[src/crs_pkg.sv]
package crs_pkg;

   localparam int          ACC_W        = 8;
   localparam int          TP_W         = 11;
   localparam int          PC_W         = 10;
   localparam int          SP_W         = 4;
   localparam int          FLAG_W       = 8;
   localparam int          MADDR_W      = 12;
   localparam int          BUS_AW       = 2;

   // Register bus offsets
   localparam logic [1:0]  OFS_TP_LO    = 2'h0;
   localparam logic [1:0]  OFS_TP_HI    = 2'h1;
   localparam logic [1:0]  OFS_SP       = 2'h2;
   localparam logic [1:0]  OFS_FLAGS    = 2'h3;

   // Flag word bit positions and table pointer space-select bit
   localparam int          FL_C         = 0;
   localparam int          FL_H         = 1;
   localparam int          FL_Z         = 2;
   localparam int          FL_N         = 3;
   localparam int          FL_G         = 4;
   localparam int          FL_R         = 5;
   localparam int          TP_SEL       = 10;

   // Reset values and fixed addresses
   localparam logic [7:0]  ACC_RST      = 8'h00;
   localparam logic [10:0] TP_RST       = 11'h000;
   localparam logic [11:0] PC_RST       = 12'hC00;
   localparam logic [3:0]  SP_RST       = 4'hF;
   localparam logic [7:0]  STACK_BASE   = 8'h30;
   localparam logic [1:0]  PROG_PAGE    = 2'h3;
   localparam logic [1:0]  DATA_PAGE    = 2'h0;

   typedef enum logic [4:0] {
      CRS_OP_NONE,
      CRS_OP_LOAD,
      CRS_OP_ADC,
      CRS_OP_SUBC,
      CRS_OP_AND,
      CRS_OP_XOR,
      CRS_OP_RLC,
      CRS_OP_RRC,
      CRS_OP_SET_C,
      CRS_OP_CLR_C,
      CRS_OP_TOGGLE_CARRY,
      CRS_OP_LDC,
      CRS_OP_SET_G,
      CRS_OP_CLR_G,
      CRS_OP_LOAD_TP,
      CRS_OP_INDEX,
      CRS_OP_STORE_X,
      CRS_OP_ADVANCE,
      CRS_OP_JUMP,
      CRS_OP_CALL,
      CRS_OP_RET
   } crs_op_type;

   typedef struct packed {
      crs_op_type       op;
      logic [7:0]       operand;
      logic [9:0]       target;
      logic [2:0]       bit_sel;
   } crs_cmd_type;

   typedef struct packed {
      logic [7:0]       addr;
      logic [7:0]       wdata;
      logic             we;
      logic             re;
   } crs_stack_type;

   typedef struct packed {
      logic [11:0]      addr;
      logic [7:0]       wdata;
      logic             we;
   } crs_mem_type;

endpackage : crs_pkg

[src/crs_register_set.sv]
`timescale 1ns/1ns
// Summary of operation
// [RULE1] Eight-bit accumulator holds operands and results of ALU and data moves.
// [RULE2] Effective address is table pointer plus an eight-bit unsigned offset.
// [RULE3] Stores through the pointer into program space never reach code memory.
// [RULE4] Low ten pointer bits give the location inside the chosen space.
// [RULE5] Pointer top bit is write-only; 0 selects data, 1 selects program space.
// [RULE6] Ten-bit program counter; reset loads the start address 0xC00.
// [RULE7] Four-bit stack pointer places the call stack within 0x30 to 0x3F.
// [RULE8] Any reset sets the stack pointer to 0xF, next free slot 0x3F.
// [RULE9] Stack grows down: minus two per push, plus two per pull.
// [RULE10] A call pushes the return address automatically, low byte first.
// [RULE11] A return pulls the address into the program counter and resumes there.
// [RULE12] Eight-bit flag word: carry, half carry, zero, sign, mask and write flag.
// [RULE13] Carry is set by ALU carry or borrow and by its own instructions.
// [RULE14] Rotates pass through carry: out bit enters carry, old carry enters operand.
// [RULE15] Load-carry copies a chosen bit into carry; toggle-carry inverts it.
// [RULE16] Half carry reports a carry between accumulator nibbles.
// [RULE17] Zero flag is set for a zero result and cleared otherwise.
// [RULE18] Pointer, stack pointer and flag word are memory mapped; others internal.
// [RULE19] Sign flag follows the most significant bit of the result.
// [RULE20] Interrupt mask reads cleared after reset; only software sets it.
// [RULE21] Write-busy flag is a status input from the data memory writer.
module crs_register_set (
   input  wire logic                clk,
   input  wire logic                resetn,
   input  wire crs_pkg::crs_cmd_type cmd,
   output logic                     busy,
   input  wire logic [1:0]          bus_addr,
   input  wire logic [7:0]          bus_wdata,
   input  wire logic                bus_wr,
   input  wire logic                bus_rd,
   output logic [7:0]               bus_rdata,
   input  wire logic                mem_busy_bit,
   output crs_pkg::crs_stack_type   stack_bus,
   input  wire logic [7:0]          stack_rdata,
   output crs_pkg::crs_mem_type     index_bus,
   output logic [7:0]               acc,
   output logic [9:0]               instr_pointer,
   output logic [3:0]               stack_top_index,
   output logic [7:0]               flag_word
);

   typedef enum logic [2:0] {
      CRS_IDLE,
      CRS_PUSH_HI,
      CRS_RD_LO,
      CRS_RD_HI,
      CRS_FINISH
   } crs_seq_type;

   typedef struct packed {
      logic [7:0]             acc;
      logic [10:0]            tp;
      logic [9:0]             pc;
      logic [3:0]             sp;
      logic                   c;
      logic                   h;
      logic                   z;
      logic                   n;
      logic                   g;
      logic                   r;
      crs_seq_type            seq;
      logic                   bsy;
      logic [1:0]             ret_hi;
      logic [7:0]             ret_lo;
      logic [7:0]             rdata;
      crs_pkg::crs_stack_type stk;
      crs_pkg::crs_mem_type   mem;
   } crs_state_type;

   crs_state_type state;
   crs_state_type next_state;

   function automatic logic [7:0] crs_flag_pack(input crs_state_type s);
      logic [7:0] f;
      f = 8'h00;
      f[crs_pkg::FL_C] = s.c;
      f[crs_pkg::FL_H] = s.h;
      f[crs_pkg::FL_Z] = s.z;
      f[crs_pkg::FL_N] = s.n;
      f[crs_pkg::FL_G] = s.g;
      f[crs_pkg::FL_R] = s.r;
      return f;
   endfunction : crs_flag_pack

   always_comb begin
      logic [8:0]  sum9;
      logic [4:0]  nib5;
      logic [7:0]  res;
      logic        upd_zn;
      logic [9:0]  ea10;
      sum9   = 9'h000;
      nib5   = 5'h00;
      res    = state.acc;
      upd_zn = 1'b0;
      ea10   = 10'h000;
      next_state = state;
      next_state.stk.we = 1'b0;
      next_state.stk.re = 1'b0;
      next_state.mem.we = 1'b0;
      next_state.rdata  = 8'h00;
      next_state.r      = mem_busy_bit; // RULE21

      // Register bus read, data one cycle later
      if (bus_rd) begin
         case (bus_addr)
            crs_pkg::OFS_TP_LO: next_state.rdata = state.tp[7:0]; // RULE18
            crs_pkg::OFS_TP_HI: next_state.rdata = {6'h00, state.tp[9:8]}; // RULE5
            crs_pkg::OFS_SP:    next_state.rdata = {4'h0, state.sp}; // RULE18
            crs_pkg::OFS_FLAGS: next_state.rdata = crs_flag_pack(state); // RULE18
            default:            next_state.rdata = 8'h00;
         endcase
      end

      // Register bus write, applied before core updates so hardware wins
      if (bus_wr) begin
         case (bus_addr)
            crs_pkg::OFS_TP_LO: next_state.tp[7:0] = bus_wdata;
            crs_pkg::OFS_TP_HI: next_state.tp[10:8] = bus_wdata[2:0]; // RULE5
            crs_pkg::OFS_SP:    next_state.sp = bus_wdata[3:0]; // RULE7
            crs_pkg::OFS_FLAGS: begin
               next_state.c = bus_wdata[crs_pkg::FL_C];
               next_state.h = bus_wdata[crs_pkg::FL_H];
               next_state.z = bus_wdata[crs_pkg::FL_Z];
               next_state.n = bus_wdata[crs_pkg::FL_N];
               next_state.g = bus_wdata[crs_pkg::FL_G]; // RULE20
            end
            default: ;
         endcase
      end

      case (state.seq)
         CRS_IDLE: begin
            case (cmd.op)
               crs_pkg::CRS_OP_LOAD: begin
                  res    = cmd.operand; // RULE1
                  upd_zn = 1'b1;
               end
               crs_pkg::CRS_OP_ADC: begin
                  sum9   = {1'b0, state.acc} + {1'b0, cmd.operand} + {8'h00, state.c};
                  nib5   = {1'b0, state.acc[3:0]} + {1'b0, cmd.operand[3:0]}
                         + {4'h0, state.c};
                  res    = sum9[7:0]; // RULE1
                  next_state.c = sum9[8]; // RULE13
                  next_state.h = nib5[4]; // RULE16
                  upd_zn = 1'b1;
               end
               crs_pkg::CRS_OP_SUBC: begin
                  sum9   = {1'b0, state.acc} - {1'b0, cmd.operand} - {8'h00, state.c};
                  nib5   = {1'b0, state.acc[3:0]} - {1'b0, cmd.operand[3:0]}
                         - {4'h0, state.c};
                  res    = sum9[7:0];
                  next_state.c = sum9[8]; // RULE13
                  next_state.h = nib5[4]; // RULE16
                  upd_zn = 1'b1;
               end
               crs_pkg::CRS_OP_AND: begin
                  res    = state.acc & cmd.operand;
                  upd_zn = 1'b1;
               end
               crs_pkg::CRS_OP_XOR: begin
                  res    = state.acc ^ cmd.operand;
                  upd_zn = 1'b1;
               end
               crs_pkg::CRS_OP_RLC: begin
                  res    = {state.acc[6:0], state.c}; // RULE14
                  next_state.c = state.acc[7]; // RULE14
                  upd_zn = 1'b1;
               end
               crs_pkg::CRS_OP_RRC: begin
                  res    = {state.c, state.acc[7:1]}; // RULE14
                  next_state.c = state.acc[0]; // RULE14
                  upd_zn = 1'b1;
               end
               crs_pkg::CRS_OP_SET_C: next_state.c = 1'b1; // RULE13
               crs_pkg::CRS_OP_CLR_C: next_state.c = 1'b0; // RULE13
               crs_pkg::CRS_OP_TOGGLE_CARRY:  next_state.c = ~state.c; // RULE15
               crs_pkg::CRS_OP_LDC:   next_state.c = cmd.operand[cmd.bit_sel]; // RULE15
               crs_pkg::CRS_OP_SET_G: next_state.g = 1'b1; // RULE20
               crs_pkg::CRS_OP_CLR_G: next_state.g = 1'b0;
               crs_pkg::CRS_OP_LOAD_TP: begin
                  next_state.tp = {cmd.target[2:0], cmd.operand}; // RULE5
               end
               crs_pkg::CRS_OP_INDEX, crs_pkg::CRS_OP_STORE_X: begin
                  ea10 = state.tp[9:0] + {2'h0, cmd.operand}; // RULE2 RULE4
                  next_state.mem.addr = state.tp[crs_pkg::TP_SEL]
                     ? {crs_pkg::PROG_PAGE, ea10} : {crs_pkg::DATA_PAGE, ea10}; // RULE5
                  next_state.mem.wdata = state.acc;
                  next_state.mem.we = (cmd.op == crs_pkg::CRS_OP_STORE_X)
                     && !state.tp[crs_pkg::TP_SEL]; // RULE3
               end
               crs_pkg::CRS_OP_ADVANCE: next_state.pc = state.pc + 10'h001; // RULE6
               crs_pkg::CRS_OP_JUMP:    next_state.pc = cmd.target;
               crs_pkg::CRS_OP_CALL: begin
                  next_state.stk.addr  = crs_pkg::STACK_BASE + {4'h0, state.sp}; // RULE7
                  next_state.stk.wdata = state.pc[7:0]; // RULE10
                  next_state.stk.we    = 1'b1; // RULE10
                  next_state.ret_hi    = state.pc[9:8];
                  next_state.pc        = cmd.target;
                  next_state.seq       = CRS_PUSH_HI;
               end
               crs_pkg::CRS_OP_RET: begin
                  next_state.stk.addr = crs_pkg::STACK_BASE
                     + {4'h0, 4'(state.sp + 4'h2)}; // RULE11
                  next_state.stk.re   = 1'b1;
                  next_state.seq      = CRS_RD_LO;
               end
               default: ;
            endcase
            if (upd_zn) begin
               next_state.acc = res; // RULE1
               next_state.z   = (res == 8'h00); // RULE17
               next_state.n   = res[7]; // RULE19
            end
         end
         CRS_PUSH_HI: begin
            next_state.stk.addr  = crs_pkg::STACK_BASE
               + {4'h0, 4'(state.sp - 4'h1)};
            next_state.stk.wdata = {6'h00, state.ret_hi}; // RULE10
            next_state.stk.we    = 1'b1;
            next_state.sp        = state.sp - 4'h2; // RULE9
            next_state.seq       = CRS_IDLE;
         end
         CRS_RD_LO: begin
            next_state.stk.addr = crs_pkg::STACK_BASE
               + {4'h0, 4'(state.sp + 4'h1)};
            next_state.stk.re   = 1'b1;
            next_state.seq      = CRS_RD_HI;
         end
         CRS_RD_HI: begin
            next_state.ret_lo = stack_rdata;
            next_state.seq    = CRS_FINISH;
         end
         CRS_FINISH: begin
            next_state.pc  = {stack_rdata[1:0], state.ret_lo}; // RULE11
            next_state.sp  = state.sp + 4'h2; // RULE9
            next_state.seq = CRS_IDLE;
         end
         default: next_state.seq = CRS_IDLE;
      endcase
      // Busy comes from its own flop so the output is registered
      next_state.bsy = (next_state.seq != CRS_IDLE);
   end

   always_ff @(posedge clk or negedge resetn) begin
      if (!resetn) begin
         state        <= '0;
         state.acc    <= crs_pkg::ACC_RST;
         state.tp     <= crs_pkg::TP_RST;
         state.pc     <= crs_pkg::PC_RST[9:0]; // RULE6
         state.sp     <= crs_pkg::SP_RST; // RULE8
         state.g      <= 1'b0; // RULE20
         state.seq    <= CRS_IDLE;
         state.bsy    <= 1'b0;
      end else begin
         state <= next_state;
      end
   end

   assign busy            = state.bsy;
   assign bus_rdata       = state.rdata;
   assign stack_bus       = state.stk;
   assign index_bus       = state.mem;
   assign acc             = state.acc;
   assign instr_pointer   = state.pc;
   assign stack_top_index = state.sp;
   assign flag_word       = crs_flag_pack(state); // RULE12

endmodule : crs_register_set

[config.mk]
export PLATFORM = sky130hd
export DESIGN_NAME = crs_register_set
export DESIGN_NICKNAME = d
export VERILOG_FILES = /design/src/crs_pkg.sv /design/src/crs_register_set.sv
export SDC_FILE = /design/constraint.sdc
export NUM_CORES = 1
export LEC_CHECK = 0
export ABC_CLOCK_PERIOD_IN_PS = 3750
export BUFFER_PORTS_ARGS = -buffer_cell sky130_fd_sc_hd__buf_2
export CAP_MARGIN = 10
export CORE_MARGIN = 2
export CORE_UTILIZATION = 55
export CTS_BUF_LIST = sky130_fd_sc_hd__clkbuf_2 sky130_fd_sc_hd__clkbuf_4 sky130_fd_sc_hd__clkbuf_8
export CTS_CLUSTER_SIZE = 10
export DETAILED_ROUTE_END_ITERATION = 6
export PLACE_DENSITY = 0.79
export SLEW_MARGIN = 40
export SYNTH_ARGS = -nofsm -noshare
export SYNTH_HDL_FRONTEND = slang
export SYNTH_SLANG_ARGS = --single-unit
[constraint.sdc]
create_clock -name clk -period 3.75 [get_ports clk]
set_input_delay 0.375 -clock clk [delete_from_list [all_inputs] [get_ports clk]]
set_output_delay 0.375 -clock clk [all_outputs]
set_load 0.01 [all_outputs]
-- Yosys cells after proc, flatten, opt, wreduce, memory -nomap -nowiden
Index checks and enable logic that the tools add are counted.
- add/sub/neg operators: 18
- multiply operators: 0
- multiplexer cells: 35
- reduce and logical (&&, ||, !) cells: 21
- bitwise gates (word level): 3
- eq/ne operators: 30
- shift operators: 0
- div/mod/pow operators: 0
- magnitude comparators: 1
- operators with widths (cell ; number):
    8-bit one-hot mux with 7 select lines ; 1
    5-bit by 4-bit == test with 1-bit output, second input constant ; 8
    10-bit one-hot mux with 2 select lines ; 2
    11-bit 2-to-1 mux ; 3
    8-bit one-hot mux with 4 select lines ; 1
    6-bit by 4-bit adder with 7-bit output, first input constant ; 4
    5-bit == test, second input constant ; 5
    8-bit 2-to-1 mux ; 3
    8-bit one-hot mux with 3 select lines ; 1
    5-bit by 3-bit == test with 1-bit output, second input constant ; 4
    9-bit 2-to-1 mux ; 2
    9-bit one-hot mux with 2 select lines ; 1
    8-bit one-hot mux with 2 select lines ; 1
    2-bit AND reduction ; 7
    12-bit 2-to-1 mux ; 1
    3-bit nonzero test ; 4
    10-bit by 1-bit adder with 10-bit output, second input constant ; 1
    10-bit by 8-bit adder with 10-bit output ; 1
    5-bit by 2-bit == test with 1-bit output, second input constant ; 2
    5-bit 2-to-1 mux ; 2
    8-bit by 8-bit adder with 9-bit output ; 1
    9-bit by 1-bit adder with 9-bit output ; 1
    3-bit one-hot mux with 3 select lines ; 1
    8-bit by 8-bit subtractor with 9-bit output ; 1
    39 further kinds ; 50
- memory bits (writable): 0
- ROM bits: 0
- bits in registers: 100
- logic and storage cells: 130
- bits in latches: 0
- memories kept: 0
- output and inout bits: 78

-- Depth between registers and ports, before layout
- depth after elaboration: 7
- depth in mapped cells: 11
- gate-level depth less buffers: 11

-- Least setup slack after synthesis
Ideal clock, no wire load.
- path type: flip-flop to flip-flop
- start: register acc[0] (netlist name)
- end: register acc[7] (netlist name)
- cell stages (with the launch flop): 11
- data required time: 3.625 ns
- arrival: 2.629 ns
- path buffers: 0
- setup slack: 0.996 ns
- cells stage by stage: dfrtp_1 > fa_1 > inv_1 > ha_1 > o21a_1 > o311ai_0 > o21ai_0 > xor2_1 > nand2_1 > o211ai_1 > mux2_2
- longest elaborated chain between the ends: 4
- elaborated cells between the ends (all ways): 6
- ends and longest elaborated chain (item ; line ; text):
    8-bit by 8-bit subtractor with 9-bit output or 8-bit by 8-bit adder with 9-bit output (tied branches) ; crs_register_set.sv:150, crs_register_set.sv:141 ;
    9-bit by 1-bit subtractor with 9-bit output or 9-bit by 1-bit adder with 9-bit output (tied branches) ; crs_register_set.sv:150, crs_register_set.sv:141 ;
    8-bit one-hot mux with 7 select lines * ; crs_register_set.sv:135 ; case (cmd.op)
    8-bit 2-to-1 mux * ; crs_register_set.sv:133 ; case (state.seq)
Every way passes the cells marked *; elsewhere a longest branch is shown, timed or not. The select of a mux whose other input is x is not followed.
A chain may end at the register's enable or synchronous reset.

-- Final worst setup path
- start: register acc[0] (netlist name)
- end: register acc[7] (netlist name)
- longest elaborated chain between the ends: 4
- elaborated cells between the ends (all ways): 6
- ends and longest elaborated chain (item ; line):
    8-bit by 8-bit subtractor with 9-bit output or 8-bit by 8-bit adder with 9-bit output (tied branches) ; crs_register_set.sv:150, crs_register_set.sv:141
    9-bit by 1-bit subtractor with 9-bit output or 9-bit by 1-bit adder with 9-bit output (tied branches) ; crs_register_set.sv:150, crs_register_set.sv:141
    8-bit one-hot mux with 7 select lines * ; crs_register_set.sv:135
    8-bit 2-to-1 mux * ; crs_register_set.sv:133
Marked as above.

==> metrics.md <==
| Metric | Value |
|---|---|
| Final setup violation count | `0` |
| Post-synthesis mux area share | `0.07650` |
| Xor and xnor area share after synthesis | `0.03816` |
| Vias/cell | `~5.7` |
| Gr usage total | `0.2589` |
| Simple-Gate Fraction of Synth Area | `0.1665` |
| Sw Ratio | `0.4309` |
| Die ar. | `13430 um2` |
| Worst slew pin tran | `0.6506 ns` |
| Failing checks | `negative hold slack` |
| CP top delay family | `compound AO/OA/AOI/OAI gates` |
| Flops & latches, synth | `between 90 and 100` |
| Worst hold path class | `input pin to asynchronous set/reset pin` |
| Worst EP required | `approximately 4.0 ns` |
| CTS max path bufs | `2` |
| CP Cell Sequence | `fa_1 > inv_1 > ha_1 > o21a_1 > o311ai_0 > o21ai_0 > xor2_1 > nand2_1 > o211ai_1 > mux2_2` |
| Core footprint | `12110 um2` |
| Sequential power share | `0.374` |
| Tmin final | `3.166 ns` |
| Port bufs | `about 120` |
| Post-DP HPWL | `around 13 mm` |
| Clock Power Share | `0.137` |
| Setup tns final | `0 ns` |
| Pleak | `3.465 nW` |
| TritonCTS clock tree | `built` |
| FP Rows | `40` |
| Largest net degree at the start of global routing | `69` |
| Register area share after synthesis | `0.3496` |
| Kind of critical path | `flip-flop to flip-flop` |
| Final nets | `a little over 900` |
| Synth Area in Compound Gates | `0.1617` |
| Post-synth EDFFs | `0` |
| DRT iter0 DRCs | `between 500 and 600` |
| Syn_area_per_cell | `8.827 um2` |
| Wirelength per Cell | `about 17 um` |
| Relative slew slack | `0.5643` |
| Peak VDD IR | `0.0003106 V` |
| Synthesized area | `between 6000 and 7000 um2` |
| Gate Count Post-Synth | `780` |
| WHS | `-0.04520 ns` |
| DRC viols | `0` |
| CP Capture Type | `flip-flop` |
| Maxcap violations | `0` |
| Non-filler cells, final | `991` |
| Cells after DPL | `975` |
| Fmax | `approximately 320 MHz` |
| Synth Warn # | `0` |
| PD cells | `approximately 690 nW/um2` |
| Internal power | `2.865 mW` |
| # diodes | `0` |
| Vias in the first global route | `5295` |
| Layout cells sized above 1 | `0.2272` |
| Slowest CP cell | `fa_1` |
| Max-slew violations | `0` |
| Post-Synth Adder-Cell Area | `0.08105` |
| Starting density of the core | `0.5685` |
| Synthesis-to-finish area growth | `5.633%` |
| DRT antenna net count | `0` |
| Switch Pwr | `between 2 and 2.5 mW` |
| Most used DFF post-synth | `dfrtp_1` |
| Die height | `115.9 um` |
| IO Pins | `approximately 130` |
| CTS root buffer | `clkbuf_8` |
| Post-CTS Resized | `0` |
| M3 GR Usage | `0.04603` |
| DR pass1 iterations | `6` |
| Clk_skew | `roughly 0.014 ns` |
| First-pass GRT wire length | `approximately 27 mm` |
| DRT Wirelength | `16.83 mm` |
| Clk slew on worst S/H paths | `approximately 0.10 ns` |
| Overflow after GRT | `0` |
| WP buf/inv | `1` |
| Via count | `5681` |
| Critical Path AT | `3.43 ns` |
| CTS buffer count | `9` |
| Initial antenna violation count | `0` |
| Final GP Congestion | `0.9548` |
| Reg-to-reg slack, setup | `0.58 ns` |
| Critical path fanouts, max | `9` |
| # Post-CTS Setup Buffers | `0` |
| CTS H-tree depth | `3` |
| Hold bufs inserted after CTS | `0` |
| Outcome | `complete, but fails checks` |
| Final Hold Fails | `10` |
| Worst Setup Start Kind | `flip-flop` |
| CTS Sinks | `96` |
| GR peak layer | `met2` |
| GR Util met1 | `0.3653` |
| Unrepaired setup endpoints after global routing | `false` |
| FFs w/ async S/R, synth | `1.000` |
| Comb pwr share | `0.489` |
| Max stage delay on crit path | `0.63 ns` |
| Skew-Pair Late Insertion Delay | `0.38 ns` |
| Met2 Use GR | `0.4101` |
| Final period util | `0.8443` |
| Largest family of logic cells by synthesized area | `simple AND/OR/NAND/NOR gates` |
| Die W | `approximately 120 um` |
| Synth unique cells | `64` |
## path summary, 6_finish.rpt
path / start / endpoint / cells after the start
setup / recovery: acc[0]$_DFFE_PN0P_ / acc[7]$_DFFE_PN0P_ / 10
hold / removal: resetn / index_bus[7]$_DFFE_PN0P_ / 1
setup reg to reg: acc[0]$_DFFE_PN0P_ / acc[7]$_DFFE_PN0P_ / 10
hold reg to reg: index_bus[10]$_DFFE_PN0P_ / index_bus[10]$_DFFE_PN0P_ / 2
max in group asynchronous: resetn / stack_top_index[3]$_DFFE_PN1P_ / 2
min in group clk: mem_busy_bit / flag_word[5]$_DFF_PN0_ / 1
## final cells by class
class | count | area (um2)
clock inverters | 7 | 70.07
inverters | 40 | 150.1
clock buffers | 9 | 123.9
repair buffers | 131 | 684.4
well taps | 168 | 210.2
multi-input cells | 540 | 3627
flip-flops and latches | 96 | 2407
fillers | 1081 | 4838
## registers in the layout, indices dropped and copies added (netlist names)
register	flops
state	24
stack_bus	15
busy	1
instr_pointer	10
index_bus	20
flag_word	6
bus_rdata	8
acc	8
stack_top_index	4
## cell usage after synthesis, types with 3 or more instances
master	instances	area [um2]
nand3_1	11	55.05
xor2_1	11	96.34
dfrtp_1	92	2302
fa_1	6	120.1
o22ai_1	9	56.30
or2_2	5	31.28
o21bai_1	3	22.52
a221oi_1	4	35.03
ha_1	35	437.9
a22oi_1	8	60.06
and2_1	5	31.28
or3_1	4	25.02
inv_1	39	146.4
nor3b_1	5	37.54
o221ai_1	4	35.03
nand3b_1	4	30.03
clkbuf_1	21	78.83
a31oi_1	4	25.02
mux2_2	17	191.4
a21oi_1	39	195.2
xnor2_1	19	166.4
nand4_1	3	18.77
mux4_2	6	135.1
and3_1	7	43.79
mux2i_1	20	200.2
nor3_1	12	60.06
nor2_1	41	153.9
nand2b_1	8	50.05
o21ai_0	66	330.3
a211oi_1	8	60.06
nand2_1	114	427.9
o31ai_1	6	45.04
buf_2	6	30.03
o211ai_1	4	30.03
a21boi_0	6	45.04
nor2b_1	10	62.56
buf_4	78	585.6
dfstp_2	4	105.1
## worst reg2reg max path, stage by stage (launching register included)
cell and delay [ns]:
dfrtp_1 0.52, fa_1 0.63, inv_1 0.06, ha_1 0.17, o21a_1 0.21, o311ai_0 0.58
o21ai_0 0.22, xor2_1 0.18, nand2_1 0.07, o211ai_1 0.12, mux2_2 0.29
## through the flow
stage	area, um2	hold slack [ns]	utilization	worst slack (ns)	power [mW]
2_1_floorplan	6897	0.07941	-	0.9964	3.918
3_3_place_gp	7076	0.4570	0.5842	0.6787	4.260
3_5_place_dp	7079	0.4246	0.5845	0.6404	4.326
4_1_cts	7273	0.01620	0.6005	0.6355	5.020
5_1_grt	7273	0.02934	0.6005	0.4521	5.450
6_report	7273	-0.04520	0.6005	0.5838	5.034
## logic make-up after synthesis
group,after synthesis
adders and majority gates,41
buffers and inverters,147
and+or+nand+nor,241
DFF,96
AOI/OAI and AO/OA,181
other,1
xor gates and xnor gates,30
muxes,43
## placed cells by master (no fill, tap or decap), types with 9 or more instances in the layout
cell      Yosys  layout
mux2_2       17      17
buf_4        78       9
inv_1        39      39
nor2_1       41      41
o22ai_1       9       9
xnor2_1      19      19
mux2i_1      20      20
nor2b_1      10      10
nand2_1     114     114
nor3_1       12      11
dfrtp_1      92      92
a21oi_1      39      39
ha_1         35      35
clkbuf_8      0       9
buf_2         6     121
nand3_1      11      11
xor2_1       11      11
o21ai_0      66      66
## power by group through the flow
stage | logic, mW | registers, mW | clock network [mW]
6_report | 2.46 | 1.88 | 0.688
2_1_floorplan | 2.19 | 1.73 | 0
4_1_cts | 2.45 | 1.87 | 0.697
3_3_place_gp | 2.38 | 1.88 | 0
5_1_grt | 2.77 | 1.94 | 0.739
3_5_place_dp | 2.43 | 1.90 | 0
## layer usage
metal | up-vias | share of wire
met1 | 2728 | 0.45
li1 | 2701 | -
met4 | 0 | 0.019
met2 | 222 | 0.47
met5 | - | 0
met3 | 30 | 0.059
No activity file was read; power rests on OpenSTA's default activity.
